$ cat src/logic/memory_size_config_pkg.sv
// Package for the memory size configuration register bank.
// Assumes an 8-bit special function register access path with 16-bit addresses.
package memory_size_config_pkg;

  localparam logic [15:0] MEMORY_SIZE_SELECT_ADDR        = 16'hfff0;
  localparam logic [15:0] EXPANSION_RAM_SIZE_SELECT_ADDR = 16'hfff4;

  localparam logic [7:0]  MEMORY_SIZE_SELECT_RESET        = 8'hcc;
  localparam logic [7:0]  EXPANSION_RAM_SIZE_SELECT_RESET = 8'h0c;

  // Writable bits; the rest are fixed at zero.
  localparam logic [7:0]  MEMORY_SIZE_SELECT_MASK        = 8'hef;
  localparam logic [7:0]  EXPANSION_RAM_SIZE_SELECT_MASK = 8'h1f;

  localparam int          HSRAM_SIZE_LSB = 5;
  localparam int          ROM_SIZE_LSB   = 0;
  localparam int          XRAM_CAP_LSB   = 0;

  localparam logic [2:0]  HSRAM_SIZE_1024 = 3'h6;
  localparam logic [3:0]  ROM_SIZE_48K    = 4'hc;
  localparam logic [3:0]  ROM_SIZE_60K    = 4'hf;
  localparam logic [4:0]  XRAM_CAP_512    = 5'h0b;

endpackage

$ cat src/logic/memory_size_config_regs.sv
// Memory size selection and expansion RAM size selection registers.
// Assumes one-cycle byte read and write strobes from the CPU on the same clock.
`timescale 1ns/10ps

// How it works
// - Size select at FFF0H, 8-bit read/write, resets to CCH, bit 4 zero.
// - Bits 7..5 pick high-speed RAM size; only 110 (1024 bytes) allowed.
// - Bits 3..0 pick ROM size; 1100 is 48K, 1111 is 60K only.
// - Expansion select at FFF4H, 8-bit read/write, resets to 0CH, bits 7..5 zero.
// - Bits 4..0 pick expansion RAM size; only 01011 (512 bytes) allowed.
// - Without expansion select present, writes to its address change nothing.
module memory_size_config_regs #(
  parameter bit HAS_EXPANSION_SELECT = 1'b1
) (
  // Clock and reset
  input  wire logic        clock,
  input  wire logic        reset_n,
  // CPU special function register access
  input  wire logic [15:0] address,
  input  wire logic        writeStrobe,
  input  wire logic        readStrobe,
  input  wire logic [7:0]  writeData,
  output logic      [7:0]  readData,
  output logic             readHit,
  // Decoded memory map configuration
  output logic      [2:0]  hsramSize,
  output logic      [3:0]  romSize,
  output logic      [4:0]  xramCap,
  output logic             hsramSizeValid,
  output logic             romSizeValid,
  output logic             xramCapValid
);

  // Register state: one group per register, plus the read data stage.
  logic [7:0] memorySizeSelect_reg;
  logic [7:0] memorySizeSelect_next;
  logic [7:0] expansionRamSizeSelect_reg;
  logic [7:0] expansionRamSizeSelect_next;
  logic [7:0] readData_reg;
  logic [7:0] readData_next;
  logic       hitMemory;
  logic       hitExpansion;
  logic       writeMemory;
  logic       writeExpansion;
  logic       readMemory;
  logic       readExpansion;

  // One decode serves reads and writes, so both always agree on what is mapped.
  assign hitMemory    = (address == memory_size_config_pkg::MEMORY_SIZE_SELECT_ADDR);
  assign hitExpansion = HAS_EXPANSION_SELECT
                      && (address == memory_size_config_pkg::EXPANSION_RAM_SIZE_SELECT_ADDR);

  assign writeMemory    = writeStrobe && hitMemory;
  // An absent register never decodes, so its writes are dropped and disturb nothing.
  assign writeExpansion = writeStrobe && hitExpansion;
  assign readMemory     = readStrobe && hitMemory;
  assign readExpansion  = readStrobe && hitExpansion;

  // Memory size select register.
  always_comb begin
    memorySizeSelect_next = memorySizeSelect_reg;
    if (writeMemory) begin
      // Bit 4 is forced low so the fixed bit can never be set.
      memorySizeSelect_next =
        writeData & memory_size_config_pkg::MEMORY_SIZE_SELECT_MASK;
    end
  end

  always_ff @(posedge clock or negedge reset_n) begin
    if (!reset_n) begin
      memorySizeSelect_reg <= memory_size_config_pkg::MEMORY_SIZE_SELECT_RESET;
    end else begin
      memorySizeSelect_reg <= memorySizeSelect_next;
    end
  end

  // Expansion RAM size select register.
  always_comb begin
    expansionRamSizeSelect_next = expansionRamSizeSelect_reg;
    if (writeExpansion) begin
      // Bits 7 to 5 are forced low; prohibited size patterns are still stored.
      expansionRamSizeSelect_next =
        writeData & memory_size_config_pkg::EXPANSION_RAM_SIZE_SELECT_MASK;
    end
  end

  always_ff @(posedge clock or negedge reset_n) begin
    if (!reset_n) begin
      expansionRamSizeSelect_reg <=
        memory_size_config_pkg::EXPANSION_RAM_SIZE_SELECT_RESET;
    end else begin
      expansionRamSizeSelect_reg <= expansionRamSizeSelect_next;
    end
  end

  // Read data stage; it shows 00 in every cycle that follows no mapped read.
  always_comb begin
    readData_next = 8'h00;
    if (readMemory) begin
      readData_next = memorySizeSelect_reg;
    end else if (readExpansion) begin
      readData_next = expansionRamSizeSelect_reg;
    end
  end

  always_ff @(posedge clock or negedge reset_n) begin
    if (!reset_n) begin
      readData_reg <= 8'h00;
    end else begin
      readData_reg <= readData_next;
    end
  end

  // A read in the same cycle as a write returns the value from before the write.
  assign readData = readData_reg;
  assign readHit  = readMemory || readExpansion;

  assign hsramSize =
    memorySizeSelect_reg[memory_size_config_pkg::HSRAM_SIZE_LSB +: 3];
  assign romSize   =
    memorySizeSelect_reg[memory_size_config_pkg::ROM_SIZE_LSB +: 4];
  assign xramCap   =
    expansionRamSizeSelect_reg[memory_size_config_pkg::XRAM_CAP_LSB +: 5];

  // Prohibited patterns are flagged rather than corrected, so software faults stay visible.
  assign hsramSizeValid = (hsramSize == memory_size_config_pkg::HSRAM_SIZE_1024);
  assign romSizeValid   = (romSize == memory_size_config_pkg::ROM_SIZE_48K)
                        || (romSize == memory_size_config_pkg::ROM_SIZE_60K);
  // The reset value is not a legal size until initialisation software rewrites it.
  assign xramCapValid   = (xramCap == memory_size_config_pkg::XRAM_CAP_512);

  // Expected values below are plain bytes, kept apart from the package on purpose.
  a_mem_bit4_zero: assert property (@(posedge clock) disable iff (!reset_n)
    memorySizeSelect_reg[4] == 1'b0)
    else $error("memory size select bit 4 is set");

  a_mem_write_stores: assert property (@(posedge clock) disable iff (!reset_n)
    writeMemory |=> memorySizeSelect_reg == ($past(writeData) & 8'hef))
    else $error("memory size select write not stored");

  a_mem_hold_idle: assert property (@(posedge clock) disable iff (!reset_n)
    !writeMemory |=> $stable(memorySizeSelect_reg))
    else $error("memory size select changed without a write");

  a_mem_hit_decode: assert property (@(posedge clock) disable iff (!reset_n)
    readStrobe && address == 16'hfff0 |-> readHit)
    else $error("memory size select read not decoded");

  a_xram_high_zero: assert property (@(posedge clock) disable iff (!reset_n)
    expansionRamSizeSelect_reg[7:5] == 3'h0)
    else $error("expansion select upper bits set");

  a_xram_write_stores: assert property (@(posedge clock) disable iff (!reset_n)
    writeExpansion |=> expansionRamSizeSelect_reg == ($past(writeData) & 8'h1f))
    else $error("expansion select write not stored");

  a_xram_hold_idle: assert property (@(posedge clock) disable iff (!reset_n)
    !writeExpansion |=> $stable(expansionRamSizeSelect_reg))
    else $error("expansion select changed without a write");

  a_xram_hit_decode: assert property (@(posedge clock) disable iff (!reset_n)
    HAS_EXPANSION_SELECT && readStrobe && address == 16'hfff4 |-> readHit)
    else $error("expansion select read not decoded");

  a_xram_absent_hold: assert property (@(posedge clock) disable iff (!reset_n)
    !HAS_EXPANSION_SELECT |=> $stable(expansionRamSizeSelect_reg))
    else $error("absent expansion select changed");

  a_absent_no_hit: assert property (@(posedge clock) disable iff (!reset_n)
    !HAS_EXPANSION_SELECT && readStrobe && address == 16'hfff4 |-> !readHit)
    else $error("absent expansion select answered a read");

  a_xram_write_isolated: assert property (@(posedge clock) disable iff (!reset_n)
    writeStrobe && address == 16'hfff4 |=> $stable(memorySizeSelect_reg))
    else $error("expansion address write disturbed memory size select");

  a_unmapped_no_hit: assert property (@(posedge clock) disable iff (!reset_n)
    readStrobe && address != 16'hfff0 && address != 16'hfff4 |-> !readHit)
    else $error("unmapped address answered a read");

  a_read_returns: assert property (@(posedge clock) disable iff (!reset_n)
    readMemory |=> readData == $past(memorySizeSelect_reg))
    else $error("memory size select read mismatch");

  a_xram_read_returns: assert property (@(posedge clock) disable iff (!reset_n)
    readExpansion |=> readData == $past(expansionRamSizeSelect_reg))
    else $error("expansion select read mismatch");

  a_read_idle_zero: assert property (@(posedge clock) disable iff (!reset_n)
    !readHit |=> readData == 8'h00)
    else $error("read data not zero after an unanswered cycle");

  a_hsram_valid: assert property (@(posedge clock) disable iff (!reset_n)
    hsramSizeValid == (memorySizeSelect_reg[7:5] == 3'h6))
    else $error("high-speed RAM valid flag wrong");

  a_rom_valid: assert property (@(posedge clock) disable iff (!reset_n)
    romSizeValid == (memorySizeSelect_reg[3:0] == 4'hc || memorySizeSelect_reg[3:0] == 4'hf))
    else $error("ROM valid flag wrong");

  a_xram_valid: assert property (@(posedge clock) disable iff (!reset_n)
    xramCapValid == (expansionRamSizeSelect_reg[4:0] == 5'h0b))
    else $error("expansion RAM valid flag wrong");

  a_field_slices: assert property (@(posedge clock) disable iff (!reset_n)
    hsramSize == memorySizeSelect_reg[7:5] && romSize == memorySizeSelect_reg[3:0])
    else $error("memory size fields do not follow the register");

  a_xram_slice: assert property (@(posedge clock) disable iff (!reset_n)
    xramCap == expansionRamSizeSelect_reg[4:0])
    else $error("expansion RAM field does not follow the register");

  // Main scenarios that the bench is expected to reach.
  c_write_cfh: cover property (@(posedge clock) disable iff (!reset_n)
    writeMemory && writeData == 8'hcf);
  c_write_0bh: cover property (@(posedge clock) disable iff (!reset_n)
    writeExpansion && writeData == 8'h0b);
  c_read_xram: cover property (@(posedge clock) disable iff (!reset_n)
    readExpansion);
  c_read_during_write: cover property (@(posedge clock) disable iff (!reset_n)
    readMemory && writeMemory);
  c_unmapped_read: cover property (@(posedge clock) disable iff (!reset_n)
    readStrobe && !readHit);

endmodule

$ cat config.mk
export PLATFORM = sky130hd
export DESIGN_NAME = memory_size_config_regs
export DESIGN_NICKNAME = d
export VERILOG_FILES = /design/src/logic/memory_size_config_pkg.sv /design/src/logic/memory_size_config_regs.sv
export SDC_FILE = /design/constraint.sdc
export NUM_CORES = 1
export LEC_CHECK = 0
export ABC_AREA = 1
export BUFFER_PORTS_ARGS = -buffer_cell sky130_fd_sc_hd__buf_2
export CAP_MARGIN = 5
export CORE_AREA = 10 10 60 62
export DETAILED_ROUTE_END_ITERATION = 7
export DIE_AREA = 0 0 70 72
export PLACE_DENSITY = 0.75
export SLEW_MARGIN = 20
export SYNTH_ARGS = -nofsm -noshare
export SYNTH_HDL_FRONTEND = slang
export SYNTH_SLANG_ARGS = --single-unit
$ cat constraint.sdc
create_clock -name clock -period 0.9 [get_ports clock]
set_input_delay 0 -clock clock [delete_from_list [all_inputs] [get_ports clock]]
set_output_delay 0 -clock clock [all_outputs]
set_load 0.005 [all_outputs]
* After elaboration in Yosys (flattened, before gate mapping) *
Cells that the tools add are included.
Widths: inputs -> output; s select.

operators by class
  equal/unequal tests = 6
  reduce and logical (&&, ||, !) cells = 6
  muxes and demuxes = 2

operators with widths
  cell                  number
  $eq 16x16->1 const B  2
  $eq 4x4->1 const B    2
  $mux 8                1
  $eq 5x4->1 const B    1
  $mux 5                1
  $logic_and 1x1->1     4
  $eq 3x3->1 const B    1
  $logic_or 1x1->1      2

word-level totals
  word-level logic and storage cells = 17
  register bits = 20
  bits of input ports = 28
  output and inout port bits = 24

* Depth between registers and ports, before layout *
  depth after elaboration = 4
  mapped depth = 7

* Worst setup path before layout *
Ideal clock, no wire load.

  path type = register to output
  start point = register memorySizeSelect_reg[6]
  end point = output port hsramSizeValid
  data required time = 0.900 ns
  stages on the path, launching flop included = 3
  path slack = 0.133 ns
  arrival = 0.767 ns
  path through = dfstp_2 > inv_1 > nor3_1

on the way
  word-level cells in the longest chain between the ends = 1

RTL lines
  element                 line                            text
  start, declared         memory_size_config_regs.sv:35   logic [7:0] memorySizeSelect_reg;
  start signal, assigned  memory_size_config_regs.sv:71   memorySizeSelect_reg <= memory_size_config_pkg::MEMORY_SIZE_SELECT_RESET;
  start signal, assigned  memory_size_config_regs.sv:73   memorySizeSelect_reg <= memorySizeSelect_next;
  $eq 3x3->1              memory_size_config_regs.sv:126  assign hsramSizeValid = (hsramSize == memory_size_config_pkg::HSRAM_SIZE_1024);
  end, declared           memory_size_config_regs.sv:29   output logic hsramSizeValid,

No other way between the ends.

* Worst setup path in the final report *
  start point = register expansionRamSizeSelect_reg[3]
  end point = output port xramCapValid

on the way
  word-level cells in the longest chain between the ends = 1

RTL lines
  element                 line                            text
  start, declared         memory_size_config_regs.sv:37   logic [7:0] expansionRamSizeSelect_reg;
  start signal, assigned  memory_size_config_regs.sv:89   expansionRamSizeSelect_reg <=
  start signal, assigned  memory_size_config_regs.sv:92   expansionRamSizeSelect_reg <= expansionRamSizeSelect_next;
  $eq 5x4->1              memory_size_config_regs.sv:130  assign xramCapValid = (xramCap == memory_size_config_pkg::XRAM_CAP_512);
  end, declared           memory_size_config_regs.sv:31   output logic xramCapValid

No other way between the ends.

==> qor.csv <==
stage;metric;value;unit
setup_path;CP Class;reg2out;
final_layout;most common cell after layout, fill and taps aside;buf_2;
timing;Clock Skew;0.005870;ns
timing;Final Max Slew Viols;0;
timing;setup ws final;-0.2700;ns
clocking;Worst-Skew Late Latency;0.30;ns
yosys;Mean Syn Cell Area;8.523;um^2
grt;vias in the first global route;1158;
drt;vias per cell;4.940;
clocking;Root Driver;clkbuf_4;
final_layout;antenna diode count;0;
timing;unrepaired setup endpoints after global routing;yes;
grt;GRT Resource Usage Total;0.1185;
run;max-cap viol count;0;
timing;Slew headroom;0.7145;
setup_path;Critical Path AT;1.17;ns
setup_path;Crit path max-delay family;flip-flops;
yosys;Synth area leader;dfrtp_1;
timing;final hold vios;0;
placed_design;Cells after DPL;202;
power_and_ir_drop;register share of total power;0.600;
clocking;Max clock buf depth;2;
power_and_ir_drop;worst vdd ir;591.7;uV
timing;Tmin final;1.170;ns
yosys;Yosys top cell area share;0.3369;
drt;wire length per cell;13.82;um
yosys;Net Count, Synth;150;
power_and_ir_drop;pwr/cell area;885.7;nW/um^2
power_and_ir_drop;Pint;1157;uW
clocking;number of buffers created by CTS;3;
power_and_ir_drop;combinational share of power;0.116;
setup_path;crit path cell chain;nand2_1 -> nor3_2 -> buf_2;
drt;DR iter-0 viols;67;
grt;first-pass GRT wire length;5057;um
final_layout;most frequent cells in the layout;buf_2 (41), nand2_1 (39), buf_4 (18);
setup_path;CP Buf/Inv Count;1;
clocking;H-tree depth;1;
setup_path;CP peak stage delay;0.55;ns
outcome;outcome;finished with violations;
yosys;post-synthesis cell count;122;
timing;Hold WS;0.04904;ns
yosys;#FFs+latches synth;20;
floorplan;Die Y;72;um
placed_design;GP Congestion;0.8351;
final_layout;Fill cells;188;
drt;1st-pass router iterations;5;
grt;largest net degree at the start of global routing;21;
clocking;CTS tree;yes;
final_layout;Layout Nets;233;
placed_design;Post-Place Setup Slack;-0.01677;ns
floorplan;FP Rows;18;
yosys;yosys warns;0;
setup_path;CP Launch Type;register;
floorplan;starting density of the core;0.4275;
setup_path;CP Capture Type;output pin;
timing;final period utilization;1.300;
drt;uppermost routed layer;met4;
power_and_ir_drop;Clk pwr share;0.284;
yosys;sequential share of the synthesized area;0.4886;
floorplan;core area;2432;um^2
drt;met3 routed WL;257;um
drt;# DRC;0;
floorplan;Horiz. Die Dim;70;um
grt;initial antenna violation count;0;
timing;Final setup violation count;14;
clocking;clock sink count;20;
drt;DR vias;1156;
grt;remaining global-route overflow;0;
timing;worst slew pin tran;0.4282;ns
yosys;Yosys cell types;19;
yosys;synthesized area;1040;um^2
setup_path;Critical-path top delay cell;dfstp_2;
outcome;failing checks;negative setup slack;
final_layout;fraction of final layout cells sized beyond drive strength 1;0.5343;
floorplan;die area;5040;um^2
power_and_ir_drop;Leakage;0.0009705;uW
clocking;Clk pin slew, worst setup/hold paths;0.10;ns
drt;M1 WL;1309;um
drt;routed wl met2;1592;um
floorplan;I/O pin count;52;
final_layout;Layout Cells excl Fill;234;
setup_path;worst-path fanout max;2;
final_layout;max FFs per register;8;
setup_path;Required @ worst endpoint;0.90;ns
power_and_ir_drop;sw power;342.3;uW
timing;Achievable Freq;854.7;MHz
drt;WL final;3234;um
power_and_ir_drop;switching share of total power;0.2283;
placed_design;port buffer count;51;
hold_path;worst hold path class;in2reg;
final_layout;P&R area growth vs syn;62.82;%
placed_design;dpl hpwl;2249;um
yosys;largest cells by area after synthesis;dfrtp_1 (34%), dfstp_2 (15%), nand2_1 (15%);
drt;Detail Route Antenna Nets;0;
## Yosys cell counts (all sizes together)
| library cell | number |
|---|---|
| xor2 | 1 |
| dfstp | 6 |
| nand4 | 11 |
| nand2 | 46 |
| nor2 | 15 |
| buf | 4 |
| inv | 11 |
| nor3 | 2 |
| dfrtp | 14 |
| nand3 | 12 |
## power by group through the flow
stage	Combinational [uW]	Clock, uW	Sequential (uW)
detailed placement	134	0	916
floorplan	45.6	0	917
global route	194	495	901
CTS	166	441	900
finish	173	426	900
global placement	130	0	916
## cells by family after synthesis
| family | Yosys count | share of synthesized area |
|---|---|---|
| buffers and inverters | 15 | 0.07702 |
| flip-flops | 20 | 0.4886 |
| AND/OR/NAND/NOR | 86 | 0.4260 |
| XOR/XNOR | 1 | 0.008425 |
## per-stage QoR
| step | util | setup TNS, ns | power [uW] | instance area [um^2] |
|---|---|---|---|---|
| floorplan | - | 0 | 962.2 | 1040 |
| global placement | 0.5422 | 0 | 1046 | 1319 |
| detailed placement | 0.5422 | -0.05005 | 1050 | 1319 |
| CTS | 0.6343 | -1.461 | 1507 | 1543 |
| global route | 0.6960 | -2.575 | 1589 | 1693 |
| finish | 0.6960 | -1.867 | 1499 | 1693 |
## worst min-delay path, delay by kind of cell
family        cells  cell delay, ns
buf+inv           1            0.19
simple gates      2            0.16
## routing by layer
layer | GRT usage | vias to the layer above
met5 | 0 | -
met2 | 0.1964 | 62
met4 | 0.06798 | 0
met3 | 0.02721 | 7
met1 | 0.1380 | 529
li1 | - | 558
## what timing repair did
item                       4_1_cts  5_1_grt
buffers inserted                 8       13
hold buffers                     9        0
hold endpoints to repair        32        0
resized for setup               10       22
setup endpoints to repair       11       20
pin swaps                        5        6
## layout make-up
cell class | count | area [um^2] | share of cell area
clock buffers | 4 | 26.28 | 0.01552
repair buffers | 82 | 588.1 | 0.3474
inverters | 11 | 43.79 | 0.02587
well taps | 30 | 37.54 | 0.02217
multi-input cells | 87 | 489.2 | 0.2890
flip-flops and latches | 20 | 508.0 | 0.3001
## path summary, 6_finish.rpt
check                                               from  slack [ns]                       endpoint  cells after the start
max in group asynchronous                        reset_n        0.41        memorySizeSelect_reg[3]                      2
hold / removal                               writeStrobe        0.05  expansionRamSizeSelect_reg[2]                      3
hold reg to reg                  memorySizeSelect_reg[7]        0.52                    readData[7]                      2
setup reg to reg           expansionRamSizeSelect_reg[3]       -0.16                    readData[3]                      5
setup / recovery           expansionRamSizeSelect_reg[3]       -0.27                   xramCapValid                      3
min in group asynchronous                        reset_n        0.16                    readData[1]                      2
No activity file was read; power rests on OpenSTA's default activity.
